==> src/pkg/kbd_mailbox_pkg.sv <==
package kbd_mailbox_pkg;

  // =====================================================
  // host i/o map
  localparam logic [15:0] DATA_ADDR = 16'h0060;
  localparam logic [15:0] CMD_ADDR = 16'h0064;
  localparam int SA2_BIT = 2;

  // =====================================================
  // status byte layout
  localparam int OBF_BIT = 0;
  localparam int IBF_BIT = 1;
  localparam int CMD_BIT = 3;
  localparam logic [7:0] STATUS_RESET = 8'h00;
  localparam logic [7:0] USER_MASK = 8'hF4;

  // =====================================================
  // port 2 bit positions
  localparam int A20_BIT = 1;
  localparam int MOUSE_DATA_PIN_OUT_BIT = 2;
  localparam int MCLK_OUT_BIT = 3;
  localparam int KEYBOARD_IRQ_GATE_BIT = 4;
  localparam int MOUSE_IRQ_GATE_BIT = 5;
  localparam int KEYBOARD_CLOCK_PIN_OUT_BIT = 6;
  localparam int KEYBOARD_DATA_PIN_OUT_BIT = 7;
  localparam logic [7:0] PORT2_RESET = 8'h00;

  // =====================================================
  // port 1 input bit positions
  localparam int KEYBOARD_DATA_PIN_IN_BIT = 0;
  localparam int MOUSE_DATA_PIN_IN_BIT = 1;

  // =====================================================
  // buffer depth and synchroniser length
  localparam int BUF_DEPTH = 2;
  localparam int SYNC_STAGES = 3;

  typedef enum logic [1:0] {
    PWR_RUN,
    PWR_SOFT,
    PWR_HARD
  } power_e;

  // four serial interface lines, one bit each
  typedef struct packed {
    logic keyboard_clock_pin;
    logic keyboard_data_pin;
    logic mclk;
    logic mouse_data_pin;
  } ps2Lines_s;

  // one latched host access
  typedef struct packed {
    logic [15:0] addr;
    logic [7:0] data;
  } hostAccess_s;

endpackage

==> src/rtl/keyboard_host_mailbox.sv <==
// Functional notes
// 0x60 data/output byte, 0x64 command/status
// data write stores byte, clears command flag
// command write stores byte, sets command flag
// command flag follows SA2 on host writes
// status: OUTPUT_FULL_FLAG bit0, INPUT_FULL_FLAG bit1, C/D bit3
// status resets to 00H, host read-only
// CPU output write sets output full flag
// host data read clears output full flag
// flag mode: host data read clears keyboard_irq
// CPU input read clears INPUT_FULL_FLAG and interrupt
// flag mode: keyboard_irq is gate AND OUTPUT_FULL_FLAG
// no flag mode: keyboard_irq follows gate bit
// keyboard_irq low after reset
// flag mode: mouse_irq is gate AND NOT INPUT_FULL_FLAG
// no flag mode: mouse_irq follows gate bit
// a20 output driven from port bit
// four open-drain pins carry inverted bits
// pin levels returned on test and port inputs
// halt stops ALU clock, wakes on write/reset
// write wake calls ISR if INPUT_FULL_FLAG int enabled
// reset wake restarts at address zero
// stop halts oscillator, wakes on write/reset
// host strobes synchronised, one update each
module keyboard_host_mailbox (
  // clock and reset
  input wire logic clk,
  input wire logic srst,
  // isa host port
  input wire logic [15:0] hostAddr,
  input wire logic [7:0] hostWrData,
  input wire logic ioWrN,
  input wire logic ioRdN,
  output logic [7:0] hostRdData,
  output logic hostRdOe,
  // host interrupt lines and a20 gate
  output logic keyboardIrq,
  output logic mouseIrq,
  output logic addressLineGate,
  // embedded cpu data port
  input wire logic cpuInRead,
  output logic [7:0] cpuInByte,
  input wire logic cpuOutValid,
  output logic cpuOutReady,
  input wire logic [7:0] cpuOutData,
  // embedded cpu status and port access
  input wire logic cpuStatusWr,
  input wire logic [7:0] cpuStatusData,
  output logic [7:0] cpuStatus,
  input wire logic cpuPort2Wr,
  input wire logic [7:0] cpuPort2Data,
  output logic [7:0] cpuPort2,
  input wire logic cpuEnableFlags,
  output logic [1:0] cpuPort1In,
  output logic kclkIn,
  output logic mclkIn,
  output logic ibfInterrupt,
  // power control
  input wire logic cpuHalt,
  input wire logic cpuStop,
  input wire logic ibfIntEnable,
  output logic aluClockEnable,
  output logic oscEnable,
  output logic wakeCall,
  output logic wakeNext,
  output logic startAtZero,
  // open-drain serial pins
  input wire kbd_mailbox_pkg::ps2Lines_s pinIn,
  output kbd_mailbox_pkg::ps2Lines_s pinOut,
  output kbd_mailbox_pkg::ps2Lines_s pinOe
);

  logic wrSync;
  logic rdSync;
  logic wrSyncPrev_q;
  logic rdSyncPrev_q;
  logic wrStart;
  logic rdEnd;
  logic rdStart;
  kbd_mailbox_pkg::hostAccess_s acc_q;
  kbd_mailbox_pkg::ps2Lines_s pinSync;
  logic [7:0] inByte_q;
  logic [7:0] outByte_q;
  logic [7:0] status_q;
  logic [7:0] port2_q;
  logic flagMode_q;
  logic keyboard_irq_q;
  logic mouse_irq_q;
  logic rdIsData_q;
  logic hostWrite;
  logic hostDataRead;
  logic bufValid;
  logic bufReady;
  logic [7:0] bufData;
  logic outLoad;
  logic started_q;
  kbd_mailbox_pkg::power_e pwr_q;

  // =====================================================
  // address decode
  function automatic logic hitAddr(input logic [15:0] a);
    hitAddr = (a == kbd_mailbox_pkg::DATA_ADDR) ||
      (a == kbd_mailbox_pkg::CMD_ADDR);
  endfunction

  // =====================================================
  // strobe and pin synchronisers
  mailbox_sync wrSyncInst (
    .clk(clk),
    .srst(srst),
    .asyncIn(~ioWrN),
    .resetLevel(1'b0),
    .syncOut(wrSync)
  );

  mailbox_sync rdSyncInst (
    .clk(clk),
    .srst(srst),
    .asyncIn(~ioRdN),
    .resetLevel(1'b0),
    .syncOut(rdSync)
  );

  genvar gi;
  generate
    for (gi = 0; gi < 4; gi++)
    begin : g_pin
      mailbox_sync pinSyncInst (
        .clk(clk),
        .srst(srst),
        .asyncIn(pinIn[gi]),
        .resetLevel(1'b1),
        .syncOut(pinSync[gi])
      );
    end
  endgenerate

  // =====================================================
  // one event per host strobe
  always_ff @(posedge clk)
  begin
    if (srst)
    begin
      wrSyncPrev_q <= 1'b0;
      rdSyncPrev_q <= 1'b0;
    end
    else
    begin
      wrSyncPrev_q <= wrSync;
      rdSyncPrev_q <= rdSync;
    end
  end

  assign wrStart = wrSync && !wrSyncPrev_q;
  assign rdStart = rdSync && !rdSyncPrev_q;
  assign rdEnd = !rdSync && rdSyncPrev_q;

  // =====================================================
  // latch address and data at strobe start
  always_ff @(posedge clk)
  begin
    if (srst)
    begin
      acc_q <= '0;
    end
    else if (wrStart || rdStart)
    begin
      acc_q <= '{addr: hostAddr, data: hostWrData};
    end
  end

  assign hostWrite = wrSync && !wrSyncPrev_q && hitAddr(hostAddr);

  // data read is recognised as the strobe ends, after the byte was taken
  always_ff @(posedge clk)
  begin
    if (srst)
    begin
      rdIsData_q <= 1'b0;
    end
    else if (rdStart)
    begin
      rdIsData_q <= (hostAddr == kbd_mailbox_pkg::DATA_ADDR);
    end
  end

  assign hostDataRead = rdEnd && rdIsData_q;

  // =====================================================
  // input byte
  always_ff @(posedge clk)
  begin
    if (srst)
    begin
      inByte_q <= 8'h00;
    end
    else if (hostWrite)
    begin
      inByte_q <= hostWrData;
    end
  end

  assign cpuInByte = inByte_q;

  // =====================================================
  // output path through the two-entry buffer
  mailbox_pair_buffer outBuf (
    .clk(clk),
    .srst(srst),
    .inValid(cpuOutValid),
    .inReady(cpuOutReady),
    .inData(cpuOutData),
    .outValid(bufValid),
    .outReady(bufReady),
    .outData(bufData)
  );

  // a new byte waits until the host has taken the previous one
  assign bufReady = !status_q[kbd_mailbox_pkg::OBF_BIT];
  assign outLoad = bufValid && bufReady;

  always_ff @(posedge clk)
  begin
    if (srst)
    begin
      outByte_q <= 8'h00;
    end
    else if (outLoad)
    begin
      outByte_q <= bufData;
    end
  end

  // =====================================================
  // status register, hardware sets win over clears
  always_ff @(posedge clk)
  begin
    if (srst)
    begin
      status_q <= kbd_mailbox_pkg::STATUS_RESET;
    end
    else
    begin
      if (cpuStatusWr)
      begin
        status_q <= (status_q & ~kbd_mailbox_pkg::USER_MASK) |
          (cpuStatusData & kbd_mailbox_pkg::USER_MASK);
      end
      if (outLoad)
      begin
        status_q[kbd_mailbox_pkg::OBF_BIT] <= 1'b1;
      end
      else if (hostDataRead)
      begin
        status_q[kbd_mailbox_pkg::OBF_BIT] <= 1'b0;
      end
      if (hostWrite)
      begin
        status_q[kbd_mailbox_pkg::IBF_BIT] <= 1'b1;
        status_q[kbd_mailbox_pkg::CMD_BIT] <=
          hostAddr[kbd_mailbox_pkg::SA2_BIT];
      end
      else if (cpuInRead)
      begin
        status_q[kbd_mailbox_pkg::IBF_BIT] <= 1'b0;
      end
    end
  end

  assign cpuStatus = status_q;
  assign ibfInterrupt = status_q[kbd_mailbox_pkg::IBF_BIT];

  // =====================================================
  // host read data
  always_ff @(posedge clk)
  begin
    if (srst)
    begin
      hostRdData <= 8'h00;
    end
    else if (hostAddr[kbd_mailbox_pkg::SA2_BIT])
    begin
      hostRdData <= status_q;
    end
    else
    begin
      hostRdData <= outByte_q;
    end
  end

  assign hostRdOe = !ioRdN && hitAddr(hostAddr);

  // =====================================================
  // port 2 and flag mode
  always_ff @(posedge clk)
  begin
    if (srst)
    begin
      port2_q <= kbd_mailbox_pkg::PORT2_RESET;
    end
    else if (cpuPort2Wr)
    begin
      port2_q <= cpuPort2Data;
    end
  end

  assign cpuPort2 = port2_q;

  always_ff @(posedge clk)
  begin
    if (srst)
    begin
      flagMode_q <= 1'b0;
    end
    else if (cpuEnableFlags)
    begin
      flagMode_q <= 1'b1;
    end
  end

  // =====================================================
  // host interrupt lines and a20 gate
  always_ff @(posedge clk)
  begin
    if (srst)
    begin
      keyboard_irq_q <= 1'b0;
    end
    else if (flagMode_q)
    begin
      keyboard_irq_q <= port2_q[kbd_mailbox_pkg::KEYBOARD_IRQ_GATE_BIT] &&
        status_q[kbd_mailbox_pkg::OBF_BIT] && !hostDataRead;
    end
    else
    begin
      keyboard_irq_q <= port2_q[kbd_mailbox_pkg::KEYBOARD_IRQ_GATE_BIT];
    end
  end

  always_ff @(posedge clk)
  begin
    if (srst)
    begin
      mouse_irq_q <= 1'b0;
    end
    else if (flagMode_q)
    begin
      mouse_irq_q <= port2_q[kbd_mailbox_pkg::MOUSE_IRQ_GATE_BIT] &&
        !status_q[kbd_mailbox_pkg::IBF_BIT];
    end
    else
    begin
      mouse_irq_q <= port2_q[kbd_mailbox_pkg::MOUSE_IRQ_GATE_BIT];
    end
  end

  assign keyboardIrq = keyboard_irq_q;
  assign mouseIrq = mouse_irq_q;
  assign addressLineGate = port2_q[kbd_mailbox_pkg::A20_BIT];

  // =====================================================
  // open-drain pins: drive low while the port bit is one
  assign pinOut = '0;
  assign pinOe = '{
    keyboard_clock_pin: port2_q[kbd_mailbox_pkg::KEYBOARD_CLOCK_PIN_OUT_BIT],
    keyboard_data_pin: port2_q[kbd_mailbox_pkg::KEYBOARD_DATA_PIN_OUT_BIT],
    mclk: port2_q[kbd_mailbox_pkg::MCLK_OUT_BIT],
    mouse_data_pin: port2_q[kbd_mailbox_pkg::MOUSE_DATA_PIN_OUT_BIT]
  };

  assign kclkIn = pinSync.keyboard_clock_pin;
  assign mclkIn = pinSync.mclk;
  assign cpuPort1In = {pinSync.mouse_data_pin, pinSync.keyboard_data_pin};

  // =====================================================
  // power-down control
  always_ff @(posedge clk)
  begin
    if (srst)
    begin
      pwr_q <= kbd_mailbox_pkg::PWR_RUN;
    end
    else
    begin
      unique case (pwr_q)
        kbd_mailbox_pkg::PWR_RUN:
        begin
          if (cpuStop)
          begin
            pwr_q <= kbd_mailbox_pkg::PWR_HARD;
          end
          else if (cpuHalt)
          begin
            pwr_q <= kbd_mailbox_pkg::PWR_SOFT;
          end
        end
        kbd_mailbox_pkg::PWR_SOFT, kbd_mailbox_pkg::PWR_HARD:
        begin
          if (hostWrite)
          begin
            pwr_q <= kbd_mailbox_pkg::PWR_RUN;
          end
        end
        default:
        begin
          pwr_q <= kbd_mailbox_pkg::PWR_RUN;
        end
      endcase
    end
  end

  assign aluClockEnable = (pwr_q == kbd_mailbox_pkg::PWR_RUN);
  assign oscEnable = (pwr_q != kbd_mailbox_pkg::PWR_HARD);

  // wake pulses, one cycle each
  always_ff @(posedge clk)
  begin
    if (srst)
    begin
      wakeCall <= 1'b0;
      wakeNext <= 1'b0;
    end
    else
    begin
      wakeCall <= (pwr_q != kbd_mailbox_pkg::PWR_RUN) && hostWrite &&
        ibfIntEnable;
      wakeNext <= (pwr_q != kbd_mailbox_pkg::PWR_RUN) && hostWrite &&
        !ibfIntEnable;
    end
  end

  // restart request for the first cycle after reset
  always_ff @(posedge clk)
  begin
    if (srst)
    begin
      started_q <= 1'b0;
    end
    else
    begin
      started_q <= 1'b1;
    end
  end

  assign startAtZero = !started_q && !srst;

endmodule

==> src/rtl/mailbox_pair_buffer.sv <==
module mailbox_pair_buffer (
  // clock and reset
  input wire logic clk,
  input wire logic srst,
  // filling side
  input wire logic inValid,
  output logic inReady,
  input wire logic [7:0] inData,
  // draining side
  output logic outValid,
  input wire logic outReady,
  output logic [7:0] outData
);

  logic [7:0] mem_q [kbd_mailbox_pkg::BUF_DEPTH];
  logic rdPtr_q;
  logic wrPtr_q;
  logic [1:0] count_q;
  logic push;
  logic pop;

  assign inReady = (count_q != 2'(kbd_mailbox_pkg::BUF_DEPTH));
  assign outValid = (count_q != 2'h0);
  assign push = inValid && inReady;
  assign pop = outValid && outReady;
  assign outData = mem_q[rdPtr_q];

  // =====================================================
  // storage
  always_ff @(posedge clk)
  begin
    if (push)
    begin
      mem_q[wrPtr_q] <= inData;
    end
  end

  // =====================================================
  // pointers and fill count
  always_ff @(posedge clk)
  begin
    if (srst)
    begin
      rdPtr_q <= 1'b0;
      wrPtr_q <= 1'b0;
      count_q <= 2'h0;
    end
    else
    begin
      if (push)
      begin
        wrPtr_q <= ~wrPtr_q;
      end
      if (pop)
      begin
        rdPtr_q <= ~rdPtr_q;
      end
      if (push && !pop)
      begin
        count_q <= count_q + 2'h1;
      end
      else if (pop && !push)
      begin
        count_q <= count_q - 2'h1;
      end
    end
  end

endmodule

==> src/rtl/mailbox_sync.sv <==
module mailbox_sync (
  // clock and reset
  input wire logic clk,
  input wire logic srst,
  // asynchronous level in, filtered level out
  input wire logic asyncIn,
  input wire logic resetLevel,
  output logic syncOut
);

  logic [kbd_mailbox_pkg::SYNC_STAGES-1:0] stage_q;

  // =====================================================
  // three flops, stage 0 read only by stage 1
  always_ff @(posedge clk)
  begin
    stage_q <= {stage_q[1:0], asyncIn};
  end

  // =====================================================
  // accept a change once stages two and three agree
  always_ff @(posedge clk)
  begin
    if (srst)
    begin
      syncOut <= resetLevel;
    end
    else if (stage_q[1] == stage_q[2])
    begin
      syncOut <= stage_q[2];
    end
  end

endmodule

==> config.mk <==
export PLATFORM = sky130hd
export DESIGN_NAME = keyboard_host_mailbox
export DESIGN_NICKNAME = d
export VERILOG_FILES = /design/src/pkg/kbd_mailbox_pkg.sv /design/src/rtl/keyboard_host_mailbox.sv /design/src/rtl/mailbox_pair_buffer.sv /design/src/rtl/mailbox_sync.sv
export SDC_FILE = /design/constraint.sdc
export NUM_CORES = 1
export LEC_CHECK = 0
export ABC_AREA = 0
export BUFFER_PORTS_ARGS = -buffer_cell sky130_fd_sc_hd__buf_2
export CORE_MARGIN = 8
export CORE_UTILIZATION = 42
export CTS_CLUSTER_DIAMETER = 200
export CTS_CLUSTER_SIZE = 14
export DETAILED_ROUTE_END_ITERATION = 10
export HOLD_SLACK_MARGIN = 0.03
export PLACE_DENSITY = 0.69
export REMOVE_ABC_BUFFERS = 1
export SLEW_MARGIN = 0
export SYNTH_ARGS = -nofsm -noshare
export SYNTH_HDL_FRONTEND = slang
export SYNTH_SLANG_ARGS = --single-unit
==> constraint.sdc <==
create_clock -name clk -period 2.1 [get_ports clk]
set_input_delay 0.105 -clock clk [delete_from_list [all_inputs] [get_ports clk]]
set_output_delay 0.105 -clock clk [all_outputs]
set_load 0.01 [all_outputs]
=== Word level (Yosys, flattened, before mapping) ===
Memory sizes are Yosys's and may differ from the RTL's. A register that Yosys moved wholly into a read port is not among the register bits.
Cells that the tools add are included.

* Add/sub/neg operators: 2
* Equal/unequal tests: 14
* Muxes and demuxes: 18
* Bitwise logic cells: 5
* Reduce and logical (&&, ||, !) cells: 39

{| class="wikitable"
|+ Operators with widths
! kind !! number
|-
| == test 16 x 7 -> 1 bit, second input constant || 2
|-
| logical AND 1 bit || 17
|-
| logical NOT 1 bit || 12
|-
| 2-to-1 mux 1 bit || 10
|-
| 2-to-1 mux 2 bit || 5
|-
| 2-to-1 mux 8 bit || 1
|-
| OR 4 x 8 -> 8 bit || 1
|-
| nonzero test 2 bit || 4
|-
| == test 1 bit || 6
|-
| != test 2 bit, second input constant || 3
|-
| nonzero test 3 bit || 2
|-
| 2-to-1 mux 4 bit || 1
|-
| inverter 1 bit || 4
|-
| one-hot mux 2 bit (2 select lines) || 1
|-
| != test 3 bit, second input constant || 1
|-
| adder 2 x 1 -> 2 bit, second input constant || 1
|-
| == test 2 x 1 -> 1 bit, second input constant || 1
|-
| == test 2 bit, second input constant || 1
|-
| logical NOT 2 bit || 1
|-
| AND reduction 2 bit || 1
|-
| OR reduction 2 bit || 1
|-
| subtractor 2 x 1 -> 2 bit, second input constant || 1
|-
| logical OR 1 bit || 1
|}

* Bits in registers: 71
* RAM bits: 16
* Output and inout bits: 55
* Logic and storage cells: 111
* Memories kept: 1

{| class="wikitable"
|+ Memory list
! memory !! words !! width !! rd ports !! clocked after memory_dff !! wr ports !! RTL line !! RTL
|-
| outBuf.mem_q || 2 || 8 || 1 || 1 || 1 || mailbox_pair_buffer.sv:15 || <nowiki>logic [7:0] mem_q [kbd_mailbox_pkg::BUF_DEPTH];</nowiki>
|}

=== Longest topological paths before layout ===
* Depth after elaboration: 6
* Mapped depth: 8
* Depth with buffers taken out: 7

=== Modules after synthesis ===
From an unflattened synthesis, not the netlist that was laid out.

* Cell total of the unflattened synthesis: 300
* Area, all modules: 3530.9 µm²

{| class="wikitable"
|+ Modules (own cells, without submodules)
! module !! times used !! cells each !! area each (µm²)
|-
| keyboard_host_mailbox || 1 || 209 || 2011.9
|-
| mailbox_pair_buffer || 1 || 49 || 798.3
|-
| mailbox_sync || 6 || 7 || 120.1
|}

=== Worst setup path before layout ===
OpenSTA, ideal clock, no wires.

* Path type: flip-flop to flip-flop
* From: reg outBuf.count_q[0]
* To: reg outBuf.count_q[1]
* Arrival time: 1.746 ns
* Data required time: 2.029 ns
* Path slack: 0.283 ns
* Cell stages (with the launch flop): 8
* Path buffers: 1
* Path through: dfxtp_1 -> nor2_1 -> nor2_2 -> buf_2 -> inv_1 -> ha_1 -> or3_1 -> a21oi_1

* Word-level cells in the longest chain between the ends: 5

{| class="wikitable"
|+ Ends and longest elaborated chain
! element !! RTL line !! RTL
|-
| start: declaration || mailbox_pair_buffer.sv:18 || <nowiki>logic [1:0] count_q;</nowiki>
|-
| start signal: assignment || mailbox_pair_buffer.sv:60 || <nowiki>count_q <= count_q + 2'h1;</nowiki>
|-
| start signal: assignment || mailbox_pair_buffer.sv:64 || <nowiki>count_q <= count_q - 2'h1;</nowiki>
|-
| branches (longest 5 deep; another with subtractor 2 x 1 -> 2 bit) || -- ||
|}

Several ways; the timed one is not identified. The select of a mux whose other input is x is not followed.
A chain may end at the register's enable or synchronous reset.

=== Worst setup path after layout ===
* From: reg outBuf.count_q[0]
* To: reg outBuf.count_q[1]

* Word-level cells in the longest chain between the ends: 5

{| class="wikitable"
|+ Ends and longest elaborated chain
! element !! RTL line !! RTL
|-
| != test 2 bit * || mailbox_pair_buffer.sv:22 || <nowiki>assign inReady = (count_q != 2'(kbd_mailbox_pkg::BUF_DEPTH));</nowiki>
|-
| logical AND 1 bit * || mailbox_pair_buffer.sv:24 || <nowiki>assign push = inValid && inReady;</nowiki>
|-
| net outBuf.push || mailbox_pair_buffer.sv:19 || <nowiki>logic push;</nowiki>
|-
| logical NOT 1 bit || mailbox_pair_buffer.sv:62 || <nowiki>else if (pop && !push)</nowiki>
|-
| logical AND 1 bit || mailbox_pair_buffer.sv:62 ||
|-
| nonzero test 2 bit (no source line) || -- ||
|}

Mark *: on every way through the listed nets, which the timed path passes. The rest lies on a longest branch. The select of a mux whose other input is x is not followed.

==> impl_metrics.csv <==
group,metric,value,unit
run_status,run_status,"finished clean",
detailed_routing,first_iter_violations,87,
logic_synthesis,synth_largest_type_area_fraction,47.4,%
logic_synthesis,synth_top_cell_by_area,"sky130_fd_sc_hd__dfxtp_1",
critical_path,critical_path.reg2reg.startpoint,"outBuf.count_q[0]$_SDFFE_PP0P_",
detailed_routing,wirelength,7140,um
clocking,clock_sink_count,95,
critical_path,criticalPathCategory,"register to register",
critical_path,critPathSlowestCell,"sky130_fd_sc_hd__or3_1",
timing,max_freq,615,MHz
timing,rsz_0062_raised_after_global_routing,"no",
critical_path,path_cells,"nand2b_1 > nand2_1 > inv_1 > ha_1 > or3_1 > a21oi_1",
cells_and_area,multi_input_combinational_cell_area,1090,um2
cells_and_area,final_core_utilization,58.3,%
critical_path,worst_ep_required_time,2.37,ns
timing,timing.final.setup_violations,0,
critical_path,setup.reg_to_reg.worst_slack,0.48,ns
placement,globalplace.congestion,0.760,
logic_synthesis,synth-seq-cells,95,
critical_path,worst_setup_path_endpoint,"outBuf.count_q[1]$_SDFFE_PP0P_",
floorplan,core_ar,7730,um2
logic_synthesis,synth.cell_area,3340,um2
clocking,worstSkewPairLatency,0.34,ns
detailed_routing,ratio_of_routed_vias_to_standard_cells,4.56,
logic_synthesis,synth_simple_gate_area_share,12.9,%
logic_synthesis,post_synth_inst_count,290,
cells_and_area,finish.instance_area,4500,um2
global_routing,grt_pass1_vias,2462,
clocking,cts_made_buffers,9,
detailed_routing,detail_route.first_pass.iterations,4,
logic_synthesis,post_synth_main_area_contributors,"sky130_fd_sc_hd__dfxtp_1 47%, sky130_fd_sc_hd__edfxtp_1 14%, sky130_fd_sc_hd__mux2i_1 11%",
critical_path,crit_path_max_fanout,4,
placement,hpwlAfterDp,5130,um
global_routing,met2_usage,22.9,%
critical_path,regToRegEndpoint,"outBuf.count_q[1]$_SDFFE_PP0P_",
logic_synthesis,yosys_warnings,0,
logic_synthesis,postSynthAreaPerCell,11.5,um2
global_routing,grt_first_pass_wirelength,11800,um
timing,slew_violations,0,
floorplan,total_die_area,11100,um2
logic_synthesis,yosys.area_share.xor_xnor,1.05,%
logic_synthesis,synth_sequential_area_ratio,61.8,%
critical_path,critical_path.endpoint_type,"register",
timing,final_min_period_over_clock_period,77.4,%
timing,setup-tns-final,0,ns
placement,detailed_place.area,3900,um2
global_routing,grt_use_met3,3.99,%
logic_synthesis,yosys.area_share.adder,1.12,%
clocking,ctsHtreeMaxLevel,3,
logic_synthesis,largest_family_of_logic_cells_by_synthesized_area,"simple AND/OR/NAND/NOR gates",
placement,dpl_ws,0.471,ns
pwr,power.share.switching,26.3,%
cells_and_area,post_route_cells_drive_above_1_share,31.3,%
pwr,vdd_ir_drop_max,0.000562,V
cells_and_area,layout.area.seq,2060,um2
critical_path,cp.arrival,1.89,ns
run,maxCapViolCount,0,
cells_and_area,final_nets,498,
placement,place.port_buffers,111,
critical_path,timing.critical_path.from,"outBuf.count_q[0]$_SDFFE_PP0P_",
clocking,ctsLongestPathBuffers,2,
detailed_routing,ant_nets,0,
global_routing,gr-max-usage-layer,"met2",
cells_and_area,antenna_cells_inserted,0,
timing,hold_viol_final,0,
global_routing,globalRouteTotalUtil,13.1,%
min_path,hp-class,"input pin to register",
cells_and_area,final.fill_count,673,
floorplan,core.rowCount,32,
global_routing,largest_net_degree_at_the_start_of_global_routing,37,
pwr,power_frac_comb,20.2,%
cells_and_area,growth_of_design_area_from_synthesis_to_finish,35.0,%
pwr,share_seq_of_total_power,49.8,%
global_routing,overflow,0,
clocking,cts_root_buffer,"sky130_fd_sc_hd__clkbuf_8",
floorplan,die_height,105,um
global_routing,initial_antenna_violation_count,0,
floorplan,die_w,105,um
pwr,internal_pwr_total,3.37,mW
detailed_routing,via_count,2442,
critical_path,worst_setup_path_start_kind,"register",
pwr,power.density,1010,nW/um2
logic_synthesis,synthDistinctLibCells,33,
global_routing,met1_usage,13.8,%
critical_path,register_to_register_path_depth,6,
detailed_routing,post_drt_wl_per_cell,13.3,um
pwr,share_of_total_power_in_the_clock_network,30.0,%
timing,final_critical_path_setup_slack,0.475,ns
floorplan,io-pin-count,119,
logic_synthesis,synth_compound_area_share,5.62,%
detailed_routing,detail_route.drc_violations,0,
logic_synthesis,synth.area.mux_share,11.4,%
pwr,power_switching,1.20,mW
floorplan,initial_util,43.2,%
clocking,tritoncts,"built",
pwr,power.static_leakage,2.04,nW
critical_path,worst_path_largest_cell_delay,0.37,ns
timing,fin_skew,0.00740,ns
clocking,worst_setup_hold_path_clk_slew,0.08,ns
timing,post-route-min-period,1.62,ns
metrics by stage:
step	std cells	hold WS, ns	power (mW)
final	536	0.0697	4.57
after CTS	536	0.0502	4.64
after detailed placement	485	0.209	3.21
after floorplan	269	0.133	2.86
after global placement	485	0.209	3.17
after global routing	536	0.0733	4.86
cells in the mapped netlist:
master                     number
sky130_fd_sc_hd__nor4b_4        2
sky130_fd_sc_hd__nor2_4         1
sky130_fd_sc_hd__buf_1          1
sky130_fd_sc_hd__mux2i_1       38
sky130_fd_sc_hd__edfxtp_1      16
sky130_fd_sc_hd__and3_1         2
sky130_fd_sc_hd__nand2b_1       4
sky130_fd_sc_hd__nand4_4        1
sky130_fd_sc_hd__and3_2         1
sky130_fd_sc_hd__inv_1          9
sky130_fd_sc_hd__nor2_1        55
sky130_fd_sc_hd__ha_1           3
sky130_fd_sc_hd__or3_1          1
sky130_fd_sc_hd__nor3_1         2
sky130_fd_sc_hd__a211oi_1       9
sky130_fd_sc_hd__o21ai_2        1
sky130_fd_sc_hd__buf_4         12
sky130_fd_sc_hd__dfxtp_1       79
sky130_fd_sc_hd__buf_12         1
sky130_fd_sc_hd__buf_2          2
sky130_fd_sc_hd__nand2_1        9
sky130_fd_sc_hd__xnor2_1        1
sky130_fd_sc_hd__buf_8          1
sky130_fd_sc_hd__nor4_4         1
sky130_fd_sc_hd__nor2b_1        2
sky130_fd_sc_hd__nor2_2         1
sky130_fd_sc_hd__conb_1         1
sky130_fd_sc_hd__xor2_1         3
sky130_fd_sc_hd__o21ai_0        9
sky130_fd_sc_hd__a31oi_1        1
sky130_fd_sc_hd__clkbuf_1       7
sky130_fd_sc_hd__a21oi_1       12
sky130_fd_sc_hd__nand3_1        2
cell usage in the layout, fill, tap and decap left out, types with 2 or more instances in the layout:
| cell type | instances |
|---|---|
| sky130_fd_sc_hd__ha_1 | 3 |
| sky130_fd_sc_hd__buf_2 | 111 |
| sky130_fd_sc_hd__dfxtp_1 | 79 |
| sky130_fd_sc_hd__a21oi_1 | 12 |
| sky130_fd_sc_hd__nor4b_4 | 2 |
| sky130_fd_sc_hd__mux2i_1 | 38 |
| sky130_fd_sc_hd__nor2_1 | 55 |
| sky130_fd_sc_hd__clkbuf_8 | 10 |
| sky130_fd_sc_hd__nand3_1 | 2 |
| sky130_fd_sc_hd__bufinv_16 | 3 |
| sky130_fd_sc_hd__nor3_1 | 2 |
| sky130_fd_sc_hd__edfxtp_1 | 16 |
| sky130_fd_sc_hd__nand2b_1 | 4 |
| sky130_fd_sc_hd__xor2_1 | 3 |
| sky130_fd_sc_hd__buf_4 | 2 |
| sky130_fd_sc_hd__o21ai_0 | 9 |
| sky130_fd_sc_hd__conb_1 | 4 |
| sky130_fd_sc_hd__a211oi_1 | 9 |
| sky130_fd_sc_hd__nor2b_1 | 2 |
| sky130_fd_sc_hd__and3_1 | 2 |
| sky130_fd_sc_hd__nand2_1 | 9 |
| sky130_fd_sc_hd__dlygate4sd3_1 | 37 |
| sky130_fd_sc_hd__inv_1 | 9 |
worst max-delay path: cells and delay by family, from the launching register on:
kind                     cells  cell delay, ns
AND/OR/NAND/NOR              3            0.72
flip-flops                   1            0.35
adder cells (fa/ha/maj)      1            0.30
AO/OA/AOI/OAI                1            0.14
buffers and inverters        1            0.05
power groups by stage:
stage          registers [mW]  clock network [mW]  logic, mW
3_3_place_gp             2.31                   0      0.860
2_1_floorplan            2.31                   0      0.549
5_1_grt                  2.31                1.49       1.05
6_report                 2.27                1.37      0.924
3_5_place_dp             2.32                   0      0.885
4_1_cts                  2.28                1.42      0.942
layout make-up:
cell class                      count  area share (%)
Tap cell                          102            2.83
Inverter                            9           0.750
Sequential cell                    95            45.8
Clock inverter                      4            2.11
Timing Repair Buffer              151            21.3
Clock buffer                       10            3.06
Multi-Input combinational cell    165            24.1
state kept, by name, indices dropped and copies added, names as in the netlist, 4 cells and up:
name / count
cpuInByte: 8
hostRdData: 8
outBuf.mem_q: 16
outByte_q: 8
cpuStatus: 8
cpuPort2: 8
g_pin.pinSyncInst.stage_q: 12
g_pin.pinSyncInst.syncOut: 4
logic make-up (layout without fill, tap and decap cells):
logic type      after synthesis  count (layout)
compound gates               32              32
xor+xnor                      4               4
fa+ha+maj                     3               3
buf+inv                      33             174
flops                        95              95
mux                          38              38
other cells                   1               4
simple gates                 84              84
worst min path at each step:
| stage | cells after the start | end | slack, ns | from |
|---|---|---|---|---|
| final | 3 | pwr_q[1]$_SDFFE_PP0P_ | 0.07 | cpuStop |
| after global routing | 3 | pwr_q[1]$_SDFFE_PP0P_ | 0.07 | cpuStop |
| after CTS | 4 | cpuStatus[1]$_SDFFE_PP0P_ | 0.05 | cpuInRead |
| after detailed placement | 1 | g_pin[2].pinSyncInst.stage_q[0]$_DFF_P_ | 0.21 | pinIn[2] |
| after global placement | 1 | g_pin[3].pinSyncInst.stage_q[0]$_DFF_P_ | 0.21 | pinIn[3] |
| after floorplan | 0 | g_pin[0].pinSyncInst.stage_q[0]$_DFF_P_ | 0.13 | pinIn[0] |
routing by layer:
layer | wire length (um) | vias up
met3 | 469 | 8
li1 | - | 1238
met4 | 118 | 0
met1 | 2890 | 1132
met2 | 3670 | 64
met5 | 0 | -
timing repair:
item / 4_1_cts / 5_1_grt
gates resized for setup: 0 / 0
hold endpoints to repair: 46 / 0
buffers inserted: 0 / 0
hold buffers: 37 / 0
No activity file was read; power rests on OpenSTA's default activity.
